**src/logic/codec_power_consts.svh**
```systemverilog
// Register indices, field positions, reset values and bus codes of the codec power control block
`ifndef CODEC_POWER_CONSTS_SVH
`define CODEC_POWER_CONSTS_SVH

// Register indices; the byte address is four times the index
`define IDX_SOFT_RESET    10'h001
`define IDX_HP_DRIVER     10'h01F
`define IDX_SPK_DRIVER    10'h020
`define IDX_BLOCK_POWER   10'h040
`define IDX_STAGE_STATUS  10'h041
`define IDX_IRQ_STATUS    10'h042
`define IDX_IRQ_CLEAR     10'h043
`define IDX_IRQ_ENABLE    10'h044

// Field positions
`define BIT_SOFT_RESET    0
`define BIT_STAGE_RESET   7
`define BIT_PWR_HP        0
`define BIT_PWR_SPK       1
`define STAGE_HP          0
`define STAGE_SPK         1
`define NUM_STAGES        2

// Driver register bits kept in storage; the stage reset bit is an action
`define DRV_STORE_MASK    8'h7F

// Reset values
`define RST_HP_DRIVER     8'h00
`define RST_SPK_DRIVER    8'h00
`define RST_BLOCK_POWER   8'h00
`define RST_IRQ_ENABLE    2'h0
`define RST_IRQ_STATUS    2'h0

// AXI response codes
`define RESP_OKAY         2'h0
`define RESP_SLVERR       2'h2

`endif

```
**src/logic/codec_power_pkg.sv**
```systemverilog
// Types shared by the codec power control block
`default_nettype none
`include "codec_power_consts.svh"

package codec_power_pkg;

	typedef enum logic [0:0] {
		WR_IDLE = 1'b0,
		WR_RESP = 1'b1
	} wr_state_t;

	typedef enum logic [0:0] {
		RD_IDLE = 1'b0,
		RD_DATA = 1'b1
	} rd_state_t;

	typedef struct packed {
		wr_state_t              wst;
		logic                   aw_got;
		logic                   w_got;
		logic [9:0]             waddr;
		logic [7:0]             wdata;
		logic                   wlane;
		logic [1:0]             bresp;
		rd_state_t              rst;
		logic [7:0]             rdata;
		logic [1:0]             rresp;
		logic [7:0]             hp_ctrl;
		logic [7:0]             spk_ctrl;
		logic [7:0]             block_pwr;
		logic [`NUM_STAGES-1:0] irq_en;
		logic [`NUM_STAGES-1:0] irq_stat;
		logic [`NUM_STAGES-1:0] stage_rst;
		logic                   soft_rst;
	} ctrl_state_t;

	typedef struct packed {
		logic tripped;
		logic stage_on;
		logic trip_event;
	} stage_state_t;

endpackage

`default_nettype wire

```
**src/logic/codec_power_stage_control.sv**
```systemverilog
// Codec power control: block power enables, output stage fault latches and AXI4-Lite registers
//
// Operation
// - A latched overcurrent shutdown is recovered by a reset of that stage alone.
// - Stage reset re-enables the stage; every other register keeps its value.
// - Headphone and speaker stages have separate reset bits.
// - Bit 7 of driver register 31 resets the headphone stage.
// - Bit 7 of driver register 32 resets both speaker outputs.
// - After hardware or software reset every block is powered down.
// - Each block's power is set individually by a register write.
// - Powering a block down changes no register; contents persist.
// - Registers are 8 bits wide; stored bits read back (driver bits 6:0, IRQ enable bits 1:0); soft reset and IRQ clear read 0.
`timescale 1ns/10ps
`default_nettype none

`include "codec_power_consts.svh"

module codec_power_stage_control
	import codec_power_pkg::*;
(
	// Clock and reset
	input  wire logic        aclk,
	input  wire logic        aresetn,
	// AXI4-Lite write address
	input  wire logic [11:0] awaddr,
	input  wire logic [2:0]  awprot,
	input  wire logic        awvalid,
	output logic             awready,
	// AXI4-Lite write data
	input  wire logic [31:0] wdata,
	input  wire logic [3:0]  wstrb,
	input  wire logic        wvalid,
	output logic             wready,
	// AXI4-Lite write response
	output logic [1:0]       bresp,
	output logic             bvalid,
	input  wire logic        bready,
	// AXI4-Lite read address
	input  wire logic [11:0] araddr,
	input  wire logic [2:0]  arprot,
	input  wire logic        arvalid,
	output logic             arready,
	// AXI4-Lite read data
	output logic [31:0]      rdata,
	output logic [1:0]       rresp,
	output logic             rvalid,
	input  wire logic        rready,
	// Overcurrent detectors of the output stages
	input  wire logic        hp_overcurrent,
	input  wire logic        spk_overcurrent,
	// Power enables
	output logic             headphone_output_en,
	output logic             speaker_out_positive_en,
	output logic             speaker_out_negative_en,
	output logic [7:0]       block_power_en,
	// Interrupt
	output logic             irq
);

	////////////////////////////////////////////////////////////////////////////////
	// State

	ctrl_state_t            st_r;
	ctrl_state_t            st_nxt;

	logic [`NUM_STAGES-1:0] oc_in;
	logic [`NUM_STAGES-1:0] stage_pwr;
	logic [`NUM_STAGES-1:0] stage_trip;
	logic [`NUM_STAGES-1:0] stage_on;
	logic [`NUM_STAGES-1:0] trip_ev;

	logic                   aw_take;
	logic                   w_take;
	logic                   do_wr;
	logic [9:0]             wr_idx;
	logic [7:0]             wr_val;
	logic                   wr_lane;
	logic [`NUM_STAGES-1:0] clr_mask;
	logic                   wr_ok;
	logic [8:0]             rd_word;

	////////////////////////////////////////////////////////////////////////////////
	// Read mux: bit 8 flags a mapped address

	function automatic logic [8:0] read_reg(
		input logic [9:0]             idx,
		input ctrl_state_t            s,
		input logic [`NUM_STAGES-1:0] trip,
		input logic [`NUM_STAGES-1:0] on
	);
		logic [8:0] r;
		r = 9'h000;
		case (idx)
			`IDX_SOFT_RESET:   r = 9'h100;
			`IDX_HP_DRIVER:    r = {1'b1, s.hp_ctrl & `DRV_STORE_MASK};
			`IDX_SPK_DRIVER:   r = {1'b1, s.spk_ctrl & `DRV_STORE_MASK};
			`IDX_BLOCK_POWER:  r = {1'b1, s.block_pwr};
			`IDX_STAGE_STATUS: r = {1'b1, 4'h0, on, trip};
			`IDX_IRQ_STATUS:   r = {1'b1, 6'h00, s.irq_stat};
			`IDX_IRQ_CLEAR:    r = 9'h100;
			`IDX_IRQ_ENABLE:   r = {1'b1, 6'h00, s.irq_en};
			default:           r = 9'h000;
		endcase
		return r;
	endfunction

	////////////////////////////////////////////////////////////////////////////////
	// Next state

	assign awready = (st_r.wst == WR_IDLE) && !st_r.aw_got;
	assign wready  = (st_r.wst == WR_IDLE) && !st_r.w_got;
	assign arready = (st_r.rst == RD_IDLE);

	always_comb begin
		st_nxt    = st_r;
		aw_take   = awvalid && awready;
		w_take    = wvalid && wready;
		do_wr     = 1'b0;
		wr_idx    = st_r.aw_got ? st_r.waddr : awaddr[11:2];
		wr_val    = st_r.w_got ? st_r.wdata : wdata[7:0];
		wr_lane   = st_r.w_got ? st_r.wlane : wstrb[0];
		clr_mask  = '0;
		wr_ok     = 1'b1;
		rd_word   = 9'h000;

		// Action bits live for one cycle only
		st_nxt.stage_rst = '0;
		st_nxt.soft_rst  = 1'b0;

		// Write channel: address and data may arrive in either order
		case (st_r.wst)
			WR_IDLE: begin
				if (aw_take) begin
					st_nxt.aw_got = 1'b1;
					st_nxt.waddr  = awaddr[11:2];
				end
				if (w_take) begin
					st_nxt.w_got = 1'b1;
					st_nxt.wdata = wdata[7:0];
					st_nxt.wlane = wstrb[0];
				end
				do_wr = (st_r.aw_got || aw_take) && (st_r.w_got || w_take);
				if (do_wr) begin
					st_nxt.aw_got = 1'b0;
					st_nxt.w_got  = 1'b0;
					st_nxt.wst    = WR_RESP;
				end
			end
			WR_RESP: begin
				if (bready) begin
					st_nxt.wst = WR_IDLE;
				end
			end
			default: begin
				st_nxt.wst = WR_IDLE;
			end
		endcase

		// Register effects of a write; only byte lane 0 carries data
		if (do_wr) begin
			case (wr_idx)
				`IDX_SOFT_RESET: begin
					if (wr_lane && wr_val[`BIT_SOFT_RESET]) begin
						// Back to defaults; all blocks end up powered down
						st_nxt.soft_rst  = 1'b1;
						st_nxt.hp_ctrl   = `RST_HP_DRIVER;
						st_nxt.spk_ctrl  = `RST_SPK_DRIVER;
						st_nxt.block_pwr = `RST_BLOCK_POWER;
						st_nxt.irq_en    = `RST_IRQ_ENABLE;
						clr_mask         = '1;
					end
				end
				`IDX_HP_DRIVER: begin
					if (wr_lane) begin
						st_nxt.hp_ctrl = wr_val & `DRV_STORE_MASK;
						// Only the headphone stage is touched
						st_nxt.stage_rst[`STAGE_HP] = wr_val[`BIT_STAGE_RESET];
					end
				end
				`IDX_SPK_DRIVER: begin
					if (wr_lane) begin
						st_nxt.spk_ctrl = wr_val & `DRV_STORE_MASK;
						st_nxt.stage_rst[`STAGE_SPK] = wr_val[`BIT_STAGE_RESET];
					end
				end
				`IDX_BLOCK_POWER: begin
					if (wr_lane) begin
						// One bit per block; other registers are left alone
						st_nxt.block_pwr = wr_val;
					end
				end
				`IDX_IRQ_CLEAR: begin
					if (wr_lane) begin
						clr_mask = wr_val[`NUM_STAGES-1:0];
					end
				end
				`IDX_IRQ_ENABLE: begin
					if (wr_lane) begin
						st_nxt.irq_en = wr_val[`NUM_STAGES-1:0];
					end
				end
				`IDX_STAGE_STATUS,
				`IDX_IRQ_STATUS: begin
					// Read-only; the write is accepted and dropped
					wr_ok = 1'b1;
				end
				default: begin
					wr_ok = 1'b0;
				end
			endcase
			st_nxt.bresp = wr_ok ? `RESP_OKAY : `RESP_SLVERR;
		end

		// Sticky trip events; a new trip beats a clear in the same cycle
		st_nxt.irq_stat = (st_r.irq_stat & ~clr_mask) | trip_ev;

		// Read channel
		case (st_r.rst)
			RD_IDLE: begin
				if (arvalid) begin
					rd_word      = read_reg(araddr[11:2], st_r, stage_trip, stage_on);
					st_nxt.rdata = rd_word[7:0];
					st_nxt.rresp = rd_word[8] ? `RESP_OKAY : `RESP_SLVERR;
					st_nxt.rst   = RD_DATA;
				end
			end
			RD_DATA: begin
				if (rready) begin
					st_nxt.rst = RD_IDLE;
				end
			end
			default: begin
				st_nxt.rst = RD_IDLE;
			end
		endcase
	end

	////////////////////////////////////////////////////////////////////////////////
	// State register

	always_ff @(posedge aclk) begin
		if (!aresetn) begin
			// All fields reset to zero: idle bus, blocks off, no events
			st_r <= '0;
		end else begin
			st_r <= st_nxt;
		end
	end

	////////////////////////////////////////////////////////////////////////////////
	// Output stage latches

	assign oc_in[`STAGE_HP]      = hp_overcurrent;
	assign oc_in[`STAGE_SPK]     = spk_overcurrent;
	assign stage_pwr[`STAGE_HP]  = st_r.block_pwr[`BIT_PWR_HP];
	assign stage_pwr[`STAGE_SPK] = st_r.block_pwr[`BIT_PWR_SPK];

	// Each stage has its own latch so one can be recovered while the other stays off
	generate
		for (genvar i = 0; i < `NUM_STAGES; i++) begin : g_stage
			power_stage_latch u_latch (
				.aclk         (aclk),
				.aresetn      (aresetn),
				.soft_reset   (st_r.soft_rst),
				.stage_reset  (st_r.stage_rst[i]),
				.power_enable (stage_pwr[i]),
				.overcurrent  (oc_in[i]),
				.tripped      (stage_trip[i]),
				.stage_on     (stage_on[i]),
				.trip_event   (trip_ev[i])
			);
		end
	endgenerate

	////////////////////////////////////////////////////////////////////////////////
	// Outputs

	assign bvalid = (st_r.wst == WR_RESP);
	assign bresp  = st_r.bresp;
	assign rvalid = (st_r.rst == RD_DATA);
	assign rdata  = {24'h000000, st_r.rdata};
	assign rresp  = st_r.rresp;

	assign headphone_output_en     = stage_on[`STAGE_HP];
	// Both halves of the bridge share one latch and switch together
	assign speaker_out_positive_en = stage_on[`STAGE_SPK];
	assign speaker_out_negative_en = stage_on[`STAGE_SPK];
	assign block_power_en          = st_r.block_pwr;

	assign irq = |(st_r.irq_stat & st_r.irq_en);

endmodule // codec_power_stage_control

`default_nettype wire

```
**src/logic/power_stage_latch.sv**
```systemverilog
// Overcurrent shutdown latch and enable for one output power stage
`timescale 1ns/10ps
`default_nettype none

module power_stage_latch
	import codec_power_pkg::*;
(
	// Clock and reset
	input  wire logic aclk,
	input  wire logic aresetn,
	// Control
	input  wire logic soft_reset,
	input  wire logic stage_reset,
	input  wire logic power_enable,
	// Analog fault input
	input  wire logic overcurrent,
	// State
	output logic      tripped,
	output logic      stage_on,
	output logic      trip_event
);

	stage_state_t st_r;
	stage_state_t st_nxt;

	always_comb begin
		st_nxt = st_r;
		// A fault in the clearing cycle keeps the latch set
		if (overcurrent) begin
			st_nxt.tripped = 1'b1;
		end else if (stage_reset || soft_reset) begin
			st_nxt.tripped = 1'b0;
		end
		st_nxt.trip_event = overcurrent && !st_r.tripped;
		// Enable setting is ignored while latched off
		st_nxt.stage_on = power_enable && !st_nxt.tripped;
	end

	always_ff @(posedge aclk) begin
		if (!aresetn) begin
			st_r <= '0;
		end else begin
			st_r <= st_nxt;
		end
	end

	assign tripped    = st_r.tripped;
	assign stage_on   = st_r.stage_on;
	assign trip_event = st_r.trip_event;

endmodule // power_stage_latch

`default_nettype wire

```
**config.mk**
```make
export PLATFORM = sky130hd
export DESIGN_NAME = codec_power_stage_control
export DESIGN_NICKNAME = d
export VERILOG_FILES = /design/src/logic/codec_power_pkg.sv /design/src/logic/codec_power_stage_control.sv /design/src/logic/power_stage_latch.sv
export VERILOG_INCLUDE_DIRS = /design/src /design/src/logic
export SDC_FILE = /design/constraint.sdc
export NUM_CORES = 1
export LEC_CHECK = 0
export BUFFER_PORTS_ARGS = -buffer_cell sky130_fd_sc_hd__buf_4
export CELL_PAD_IN_SITES_DETAIL_PLACEMENT = 1
export CELL_PAD_IN_SITES_GLOBAL_PLACEMENT = 1
export CORE_ASPECT_RATIO = 1.5
export CORE_UTILIZATION = 39
export CTS_BUF_LIST = sky130_fd_sc_hd__clkbuf_16
export DETAILED_ROUTE_END_ITERATION = 16
export PLACE_DENSITY = 0.95
export SLEW_MARGIN = 20
export SYNTH_ARGS = -nofsm -noshare
export SYNTH_HDL_FRONTEND = slang
export SYNTH_SLANG_ARGS = --single-unit
export TNS_END_PERCENT = 30
```
**constraint.sdc**
```tcl
create_clock -name aclk -period 3.2 [get_ports aclk]
set_input_delay 0.16 -clock aclk [delete_from_list [all_inputs] [get_ports aclk]]
set_output_delay 0.16 -clock aclk [all_outputs]
set_load 0.01 [all_outputs]
```
; ---- Yosys cells after proc, flatten, opt, wreduce, memory -nomap -nowiden
; Index checks and enable logic that the tools add are counted.
; Widths: inputs -> output; s select.
[op_classes]
n_addsub = 0
n_mul = 0
div = 0
magnitude_cmp = 0
eq_ne = 21
n_shift = 0
muxes = 37
bitwise_logic = 6
reduce_logical = 41
[op_table]
columns = cell, count
row1 = $eq 10x7->1 const B, 10
row2 = $pmux 9 s7, 1
row3 = $pmux 7 s2, 2
row4 = $mux 25, 1
row5 = $eq 10x1->1 const B, 2
row6 = $eq 10x5->1 const B, 2
row7 = $eq 10x6->1 const B, 2
row8 = $mux 9, 2
row9 = $mux 8, 2
row10 = $pmux 8 s2, 1
row11 = $reduce_and 4->1, 4
row12 = $mux 1, 14
row13 = $mux 2, 6
row14 = $reduce_bool 2->1, 6
row15 = $mux 11, 1
row16 = $logic_and 1x1->1, 10
row17 = $mux 10, 1
row18 = $ne 2x2->1 const B, 5
row19 = $reduce_and 2->1, 5
row20 = $reduce_and 3->1, 3
row21 = $pmux 2 s2, 2
row22 = $reduce_or 8->1, 1
row23 = $mux 7, 1
row24 = $logic_not 1->1, 6
row25 = other kinds (8), 15
[word_totals]
regBits = 70
latch_bits = 0
ramBits = 0
mem_bits_ro = 0
inputBits = 75
out_inout_bits = 53
n_memories = 0

; ---- Depth between registers and ports, before layout
; Gate-level depths: netlist of run 1.
[logic_depth]
ltp_word = 10
mapped_depth = 7
depth_no_buf = 5

; ---- Modules after synthesis
; Synthesis of run 1 repeated with hierarchy kept, for this count alone.
[hier_totals]
cells_unflattened = 438
area_unflattened_um2 = 3791.1
[by_module_without_submodules]
columns = mod, n_inst, cells_per_inst, area_per_inst_um2
row1 = codec_power_stage_control, 1, 422, 3593.4
row2 = power_stage_latch, 2, 8, 98.8

; ---- Worst setup path after synthesis of run 1
; OpenSTA, ideal clock, no wires.
[synth_path]
path_kind = register to register
startpoint = register st_r[64] (netlist bit)
endpoint = register st_r[23] (netlist bit)
arrival_ps = 1568
required_ps = 3082
slack_ps = 1513
path_stages_with_launch = 7
path_buffers = 1
path_cell_list = dfxtp_1 nor4b_4 o22ai_2 o21bai_1 a2111o_1 buf_6 mux2i_1
[synth_between]
elab_chain_len = 7
word_cells_on_any_way = 14
classes_between = eq/ne: 4 / mux: 3 / reduce/logical: 7
[synth_rtl]
columns = item, line
row1 = start: declaration, codec_power_stage_control.sv:63  ; ctrl_state_t st_r;
row2 = start signal: assignment, codec_power_stage_control.sv:246  ; st_r <= st_nxt;
row3 = "parallel branches: the longest is 7 deep, another holds $mux 10", --
; Parallel ways; which one is timed is not known.
; A chain may end at the register's enable or synchronous reset.

; ---- Worst setup path after layout of run 1
[layout_path]
startpoint = register st_r[64] (netlist bit)
endpoint = register st_r, in the netlist block_power_en[7]
[layout_between]
elab_chain_len = 7
word_cells_on_any_way = 14
classes_between = eq/ne: 4 / mux: 3 / reduce/logical: 7
[layout_rtl]
columns = item
row1 = "parallel branches: the longest is 7 deep, another holds $mux 10"
; Parallel ways; which one is timed is not known.

==> results.txt, run 1 <==
----------------------------------------------------
[Logic synthesis]
  Share of the synthesized area in the top cell type ... a little under two fifths
  Synthesized netlist cell count ... 424
  Post-synthesis area per instance ... a little under 9 µm²
  Part of the Yosys area used for sequential elements ... a little under two fifths
  Main area contributors after synthesis ... dfxtp_1 (37%), buf_4 (9.6%), mux2i_1 (9.0%)
  #FFs+latches synth ... 68
  Number of warning messages in the yosys log ... 0
  Number of synthesized flops with an enable pin ... 0
  Fraction of registers with async set/reset ... 0%
  Library cell occupying the most area in the post-synthesis netlist ... dfxtp_1
  Prevailing post-synth register cell ... dfxtp_1
  Area of the mapped netlist ... ~0.0037 mm²
  Distinct cells, synth ... between 60 and 70

[CTS]
  Post-CTS Resized ... 0
  Clock buffer count from CTS ... 9
  Clock tree root driver cell ... clkbuf_16
  CTS Hold Bufs ... 0
  H-Tree Level Count ... 3
  Reg clk slew, reported paths ... approximately 0.060 ns
  Clk buf depth ... 2
  Clock Latency Late Sink ... ~0.33 ns
  CTS tree ... done
  Post-CTS Setup Inserts ... 0
  Total clock sinks ... just under 70

[Placed design]
  PortBufs ... 64
  HPWL after detailed placement ... 7.61 mm
  Routability cong. ... 0.814
  Post-Place Setup Slack ... approximately 0.7 ns

[Detailed routing]
  Count of vias placed by the detailed router ... ~3200
  Detailed-router iteration count before antenna repair ... 4
  Drt total wl ... around 10 mm
  Average wire length per cell after detail routing ... approximately 18 µm
  Number of vias per cell after detailed routing ... between 5 and 6
  Count of antenna-violating nets left after detailed routing ... 0
  Drc violations ... 0
  Count of routing violations after the opening detailed-route iteration ... between 150 and 200

[STA]
  Number of max-slew violations in the final report ... 0
  Min setup slack post-route ... about 0.63 ns
  Final setup violation count ... 0
  Final Hold Slack ... between 0.02 and 0.03 ns
  Final-report hold violation count ... 0
  Summed negative setup slack over all endpoints ... 0 ns
  Final setup skew ... around 0.0042 ns
  Setup repair after global routing missed its margin ... no
  Final worst path period share ... about four fifths
  Post-layout minimum cycle time ... around 2.6 ns
  Slew at the pin with the worst max-slew slack ... ~0.88 ns
  Achievable frequency ... 389 MHz
  Max-slew headroom at the worst pin ... roughly two fifths

[GRT]
  Number of global-route vias before repair ... between 3000 and 4000
  Wire length of the first global-routing pass ... 16.3 mm
  Grt total ovfl ... 0
  Total GRT Usage ... between 20% and 30%
  Pin count of the biggest net entering global routing ... 27
  Number of antenna violations at the first check in global routing ... 0

[Floorplanning]
  Vertical die dimension ... roughly 120 µm
  Core Area ... between 0.009 and 0.01 mm²
  Number of standard-cell rows in the floorplan ... between 40 and 50
  Die width ... 81.3 µm
  Initial Utilization ... between 30% and 40%
  Floorplan die area ... between 0.009 and 0.01 mm²
  Total I/O pin count ... about 130

[Finish]
  Net count, final ... approximately 540
  Synth-to-Final Area Change ... 16.2%
  Fraction of final layout cells sized beyond drive strength 1 ... between 20% and 30%
  Total inserted antenna cells ... 0

[Worst setup path]
  Crit path required time ... ~3.4 ns
  Slowest stage delay, CP ... about 0.89 ns
  List of cells traversed by the critical path ... nor4b_4 > a22o_1 > and3_1 > a21o_1 > o22ai_1
  CP Launch Type ... register
  Kind of critical path ... register to register
  CP max-delay cell ... dfxtp_1
  Element type at the critical path end ... register
  Slack of the worst reg-to-reg path ... 0.63 ns
  Crit Path Max Fanout ... 26
  Crit Reg-Reg Startpoint ... st_r[64]$_SDFFE_PN0P_
  Worst Setup SP ... st_r[64]$_SDFFE_PN0P_
  Worst EP arrival ... approximately 2.8 ns

[Min path]
  Hold WC Path Type ... input port to register
  Hold Path Origin ... spk_overcurrent

[Power]
  Power spent charging and discharging nets ... between 0.5 and 0.6 mW
  Clock share of power ... 44.4%
  Combinational share of power ... about an eighth
  IR Drop Worst-Case VDD ... between 0.2 and 0.3 mV
  Leakage dissipation ... approximately 1.8 nW
  Power per cell area ... between 500 and 600 mW/mm²
  Internal cell power ... 1.59 mW
  Reg power frac ... between 40% and 50%
  Switching fraction of total power ... around a quarter

[Run status]
  Status ... completed

[Flow run]
  Max-cap violation count ... 0

----------------------------------------------------
## final timing paths
path                                                          endpoint  cells after the start
worst max-delay path                    block_power_en[7]$_SDFFE_PN0P_                      5
worst min-delay path            g_stage[1].u_latch.stage_on$_SDFF_PN0_                      2
worst max register to register          block_power_en[7]$_SDFFE_PN0P_                      5
worst min register to register                      st_r[3]$_SDFF_PN0_                      2
## layer usage
metal	up-vias	global-route usage, %	part of all wire [%]
met5	-	0	0
met4	0	11.2	3.2
met3	26	3.68	4.0
met2	113	40.8	55
met1	1587	23.0	38
li1	1511	-	-
## worst max-delay path, delay by kind of cell, from the launching register on
kind / cells / cell delay, ns
AOI/OAI and AO/OA: 3 / 0.75
DFF: 1 / 0.89
and+or+nand+nor: 2 / 0.78
## per-stage QoR
step           instances  cell area (µm²)  util [%]  power, mW
6_report             580             4270      46.4       2.14
5_1_grt              580             4270      46.4       2.21
4_1_cts              580             4270      46.4       2.15
3_5_place_dp         564             3990      43.3       1.20
3_3_place_gp         564             3990      43.3       1.18
2_1_floorplan        449             3770         -       1.12
## cell usage after synthesis (2+ instances only)
cell type  count
dfxtp_1       68
nand2_1       37
o2bb2ai_1      8
nand2b_1       7
and3_1         2
o21bai_1       2
a31o_2         2
buf_2          5
mux2i_1       33
mux2_2         3
o21ai_1       11
o211ai_1       7
a32oi_1        3
nand3b_1       4
nor3_2         3
a222oi_1       4
buf_1          3
nor2_1        50
nor3b_1        4
buf_4         47
or3_1          2
o21ai_0        6
a221oi_1       2
nor3_1        12
nand4_1        6
and3b_1        2
buf_6          2
a22oi_1        3
nor2b_1        6
a22o_1         5
a21o_1         3
and2_1         2
nand3_1        6
nor4_1         7
inv_1         11
clkbuf_1      10
or4_1          2
a21oi_1       11
## state kept, by name, indices dropped and copies added (netlist names)
| register | flops |
|---|---|
| rresp | 1 |
| rvalid | 1 |
| g_stage.u_latch.trip_event | 2 |
| bresp | 1 |
| g_stage.u_latch.stage_on | 2 |
| bvalid | 1 |
| rdata | 8 |
| block_power_en | 8 |
| st_r | 42 |
| g_stage.u_latch.tripped | 2 |
## power by group through the flow
stage | sequential, mW | combinational (mW) | clock (mW)
after floorplan | 0.916 | 0.208 | 0
after global placement | 0.927 | 0.257 | 0
after detailed placement | 0.931 | 0.272 | 0
after CTS | 0.914 | 0.276 | 0.959
after global routing | 0.919 | 0.303 | 0.993
final | 0.914 | 0.277 | 0.950
## logic make-up after synthesis
logic type / Yosys count / share of synthesized area (%)
buffers and inverters: 78 / 13.3
AO/OA/AOI/OAI: 78 / 15.8
AND/OR/NAND/NOR: 162 / 23.6
XOR/XNOR: 1 / 0.238
flip-flops: 68 / 37.0
other: 1 / 0.102
multiplexers: 36 / 9.90
## layout make-up
| type | count | area [µm²] |
|---|---|---|
| Tap cell | 112 | 140 |
| Timing Repair Buffer | 70 | 526 |
| Fill cell | 1082 | 4930 |
| Clock inverter | 7 | 58.8 |
| Inverter | 11 | 41.3 |
| Clock buffer | 9 | 225 |
| Multi-Input combinational cell | 303 | 1920 |
| Sequential cell | 68 | 1360 |
## placed cells by master (no fill, tap or decap), types with 7 or more instances in the layout
cell type  Yosys  layout
a21oi_1       11      11
buf_4         47      70
clkbuf_16      0       9
conb_1         1      26
dfxtp_1       68      68
inv_1         11      12
mux2i_1       33      33
nand2_1       37      37
nand2b_1       7       7
nor2_1        50      50
nor3_1        12      12
nor4_1         7       7
o211ai_1       7       7
o21ai_1       11      11
o2bb2ai_1      8       8
Note: power is estimated with default switching activity, not from simulation.
==> run 2, diff against run 1 <==
--- a/config.mk
+++ b/config.mk
@@ -6,14 +6,15 @@
 export SDC_FILE = /design/constraint.sdc
 export NUM_CORES = 1
 export LEC_CHECK = 0
+export ABC_AREA = 1
 export BUFFER_PORTS_ARGS = -buffer_cell sky130_fd_sc_hd__buf_4
 export CELL_PAD_IN_SITES_DETAIL_PLACEMENT = 1
 export CELL_PAD_IN_SITES_GLOBAL_PLACEMENT = 1
 export CORE_ASPECT_RATIO = 1.5
-export CORE_UTILIZATION = 39
+export CORE_UTILIZATION = 34
 export CTS_BUF_LIST = sky130_fd_sc_hd__clkbuf_16
 export DETAILED_ROUTE_END_ITERATION = 16
-export PLACE_DENSITY = 0.95
+export PLACE_DENSITY = 0.89
 export SLEW_MARGIN = 20
 export SYNTH_ARGS = -nofsm -noshare
 export SYNTH_HDL_FRONTEND = slang
==> constraint.sdc (replaced) <==
create_clock -name aclk -period 2.5 [get_ports aclk]
set_input_delay 0.125 -clock aclk [delete_from_list [all_inputs] [get_ports aclk]]
set_output_delay 0.125 -clock aclk [all_outputs]
set_load 0.01 [all_outputs]
==> run 2 against run 1 <==
Die area rose by 22%. Critical path type unchanged. Clock power up 39%. Critical path depth is 7 higher. Synthesized area grew 6.5%. Flip-flop and latch count stayed put. Clock skew rose by 0.0039 ns. Design area grew 7.2%. Non-clock buffer count fell by 2. First-iteration DRC count decreased by 18%.
==> results.txt, run 2 <==
----------------------------------------------------
[Run status]
  Status ... completed

[Detailed routing]
  Average wire length per cell after detail routing ... 13.9 µm (-22%)
  Count of vias placed by the detailed router ... 3930 (+21%)
  Count of routing violations after the opening detailed-route iteration ... 139 (-18%)
  Number of vias per cell after detailed routing ... 4.82 (-14%)
  Detailed-router iteration count before antenna repair ... 4 (unchanged)
  Count of antenna-violating nets left after detailed routing ... 0 (unchanged)
  Drc violations ... 0 (unchanged)
  Drt total wl ... 11.3 mm (+9.9%)

[Logic synthesis]
  Fraction of registers with async set/reset ... 0% (unchanged)
  Area of the mapped netlist ... 0.00391 mm² (+6.5%)
  Post-synthesis area per instance ... 6.30 µm² (-27%)
  Library cell occupying the most area in the post-synthesis netlist ... dfxtp_1
  Number of synthesized flops with an enable pin ... 0 (unchanged)
  Share of the synthesized area in the top cell type ... 34.8% (-2.2 points)
  #FFs+latches synth ... 68 (unchanged)
  Main area contributors after synthesis ... dfxtp_1 (35%), nand2_1 (15%), nor2_1 (11%)
  Synthesized netlist cell count ... 621 (+46%)
  Most common cell in the synthesized netlist ... nand2_1
  Synth top cells by count ... nand2_1 (158), nor2_1 (117), dfxtp_1 (68)
  Distinct cells, synth ... 32 (-48%)
  Prevailing post-synth register cell ... dfxtp_1
  Number of warning messages in the yosys log ... 0 (unchanged)
  Part of the Yosys area used for sequential elements ... 34.8% (-2.2 points)

[Placed design]
  PortBufs ... 64 (unchanged)
  Routability cong. ... 0.885 (+8.7%)
  HPWL after detailed placement ... 8.71 mm (+14%)
  Placed instance count ... 799 (+42%)

[Power]
  Clock share of power ... 41.2% (-3.2 points)
  IR Drop Worst-Case VDD ... 0.381 mV (+38%)
  Power spent charging and discharging nets ... 0.962 mW (+74%)
  Combinational share of power ... 20.1% (+7.2 points)
  Power per cell area ... 697 mW/mm² (+39%)
  Internal cell power ... 2.23 mW (+40%)
  Leakage dissipation ... 2.15 nW (+22%)
  Switching fraction of total power ... 30.1% (+4.3 points)
  Reg power frac ... 38.7% (-4.0 points)

[CTS]
  Clock tree root driver cell ... clkbuf_16
  Clock Latency Late Sink ... 0.34 ns (about the same)
  Clk buf depth ... 2 (unchanged)
  H-Tree Level Count ... 3 (unchanged)
  Reg clk slew, reported paths ... 0.05 ns (about the same)
  Post-CTS Setup Inserts ... 0 (unchanged)
  Total clock sinks ... 68 (unchanged)
  Clock buffer count from CTS ... 9 (unchanged)
  CTS tree ... done

[Finish]
  Multi-input logic area ... 0.00195 mm² (+1.8%)
  Max reg flops ... 42 (unchanged)
  Leading cell types in the layout, fill and taps excluded ... nand2_1 (158), nor2_1 (117), inv_1 (67), buf_4 (67), dfxtp_1 (66)
  Register area ... 0.00136 mm² (+0.18%)
  Final-layout fill cell count ... 1494 (+38%)
  Most common cell after layout, fill and taps aside ... nand2_1
  Net count, final ... 739 (+37%)
  Final cell count without fillers ... 815 (+41%)
  Total inserted antenna cells ... 0 (unchanged)
  Fraction of final layout cells sized beyond drive strength 1 ... 15.4% (-6.2 points)
  Largest register by flop count ... st_r
  Synth-to-Final Area Change ... 17.0%

[Worst setup path]
  CP Launch Type ... register
  Crit Path Max Fanout ... 17 (-35%)
  Worst EP arrival ... 2.40 ns (-0.37 ns)
  Kind of critical path ... register to register
  Element type at the critical path end ... register
  Crit path required time ... 2.76 ns (-0.64 ns)

[Floorplanning]
  Vertical die dimension ... 133 µm (+10%)
  Core Area ... 0.0111 mm² (+21%)
  Total I/O pin count ... 128 (unchanged)
  Floorplan die area ... 0.0120 mm² (+22%)
  Initial Utilization ... 35.2% (-4.7 points)
  Die width ... 89.6 µm (+10%)
  Number of standard-cell rows in the floorplan ... 47 (+9.3%)

[STA]
  Slew at the pin with the worst max-slew slack ... 0.621 ns (-0.255 ns)
  Number of max-slew violations in the final report ... 0 (unchanged)
  Summed negative setup slack over all endpoints ... 0 ns (unchanged)
  Final Hold Slack ... 0.0278 ns (+0.00113 ns)
  Setup repair after global routing missed its margin ... no
  Achievable frequency ... 468 MHz (+20%)
  Final setup skew ... 0.00810 ns (+0.00391 ns)
  Final worst path period share ... 85.4% (+5.1 points)
  Post-layout minimum cycle time ... 2.14 ns (-0.434 ns)
  Max-slew headroom at the worst pin ... 58.2% (+17 points)
  Final-report hold violation count ... 0 (unchanged)
  Final setup violation count ... 0 (unchanged)

[GRT]
  Number of antenna violations at the first check in global routing ... 0 (unchanged)
  Grt total ovfl ... 0 (unchanged)
  Wire length of the first global-routing pass ... 18.4 mm (+13%)
  Number of global-route vias before repair ... 4087 (+23%)
  Pin count of the biggest net entering global routing ... 53 (+96%)
  Total GRT Usage ... 20.0% (-2.1 points)

[Flow run]
  Max-cap violation count ... 0 (unchanged)

[Min path]
  Hold WC Path Type ... input port to register

----------------------------------------------------
run 2: critical path: stages (launching register included):
cell and delay, ns:
dfxtp_2 0.54, inv_4 0.11, nand2_1 0.08, nand2_1 0.09
inv_1 0.07, nand2_1 0.07, nor2_1 0.29, nand3_1 0.14
nand2_2 0.18, inv_1 0.10, nor2_4 0.19, nor2_1 0.08
nor2_1 0.12
run 2: timing repair:
action	CTS	global route
resized for setup	0	2
endpoints found under the setup margin	0	22
endpoints found under the hold margin	1	0
hold buffers	1	0
run 2: kinds of logic after synthesis:
logic type             share of synthesized area, %
AOI/OAI and AO/OA                              8.92
buffers and inverters                          17.7
DFF                                            34.8
other                                        0.0958
and+or+nand+nor                                38.5
run 2: stage by stage:
stage	cell area (µm²)	power [mW]	setup WS [ns]	util (%)
global route	4580	3.36	0.0463	41.2
detailed placement	4260	1.89	0.151	38.3
CTS	4580	3.22	0.0965	41.2
floorplan	4010	1.73	0.755	-
finish	4580	3.19	0.364	41.2
global placement	4260	1.85	0.259	38.3
run 2: path summary, 6_finish.rpt:
| check | to | slack [ns] | from | cells after the start |
|---|---|---|---|---|
| worst min-delay path | g_stage[0].u_latch.trip_event$_SDFF_PN0_ | 0.03 | hp_overcurrent | 3 |
| worst min register to register | st_r[4]$_SDFF_PN0_ | 0.45 | g_stage[1].u_latch.trip_event$_SDFF_PN0_ | 2 |
| worst max-delay path | st_r[21]$_SDFFE_PN0P_ | 0.36 | st_r[64]$_SDFFE_PN0P_ | 12 |
| worst max register to register | st_r[21]$_SDFFE_PN0P_ | 0.36 | st_r[64]$_SDFFE_PN0P_ | 12 |
run 2: cell type report:
| cell class | count | area share [%] |
|---|---|---|
| sequential | 68 | 29.8 |
| timing repair buffer | 68 | 11.2 |
| inverter | 69 | 5.71 |
| clock inverter | 6 | 1.75 |
| multi-input combinational | 448 | 42.6 |
| tap | 147 | 4.02 |
| clock buffer | 9 | 4.92 |
run 2: power groups by stage:
stage / Combinational [mW] / Sequential, mW / Clock [mW]
finish: 0.641 / 1.23 / 1.32
global route: 0.717 / 1.24 / 1.39
CTS: 0.645 / 1.23 / 1.34
detailed placement: 0.635 / 1.25 / 0
global placement: 0.601 / 1.25 / 0
floorplan: 0.515 / 1.21 / 0
run 2: per-layer routing:
metal	vias up	track usage [%]	wire [µm]
li1	1946	-	-
met1	1841	20.0	4250
met2	105	37.6	6270
met3	38	3.10	353
met4	0	11.1	451
met5	-	0	0
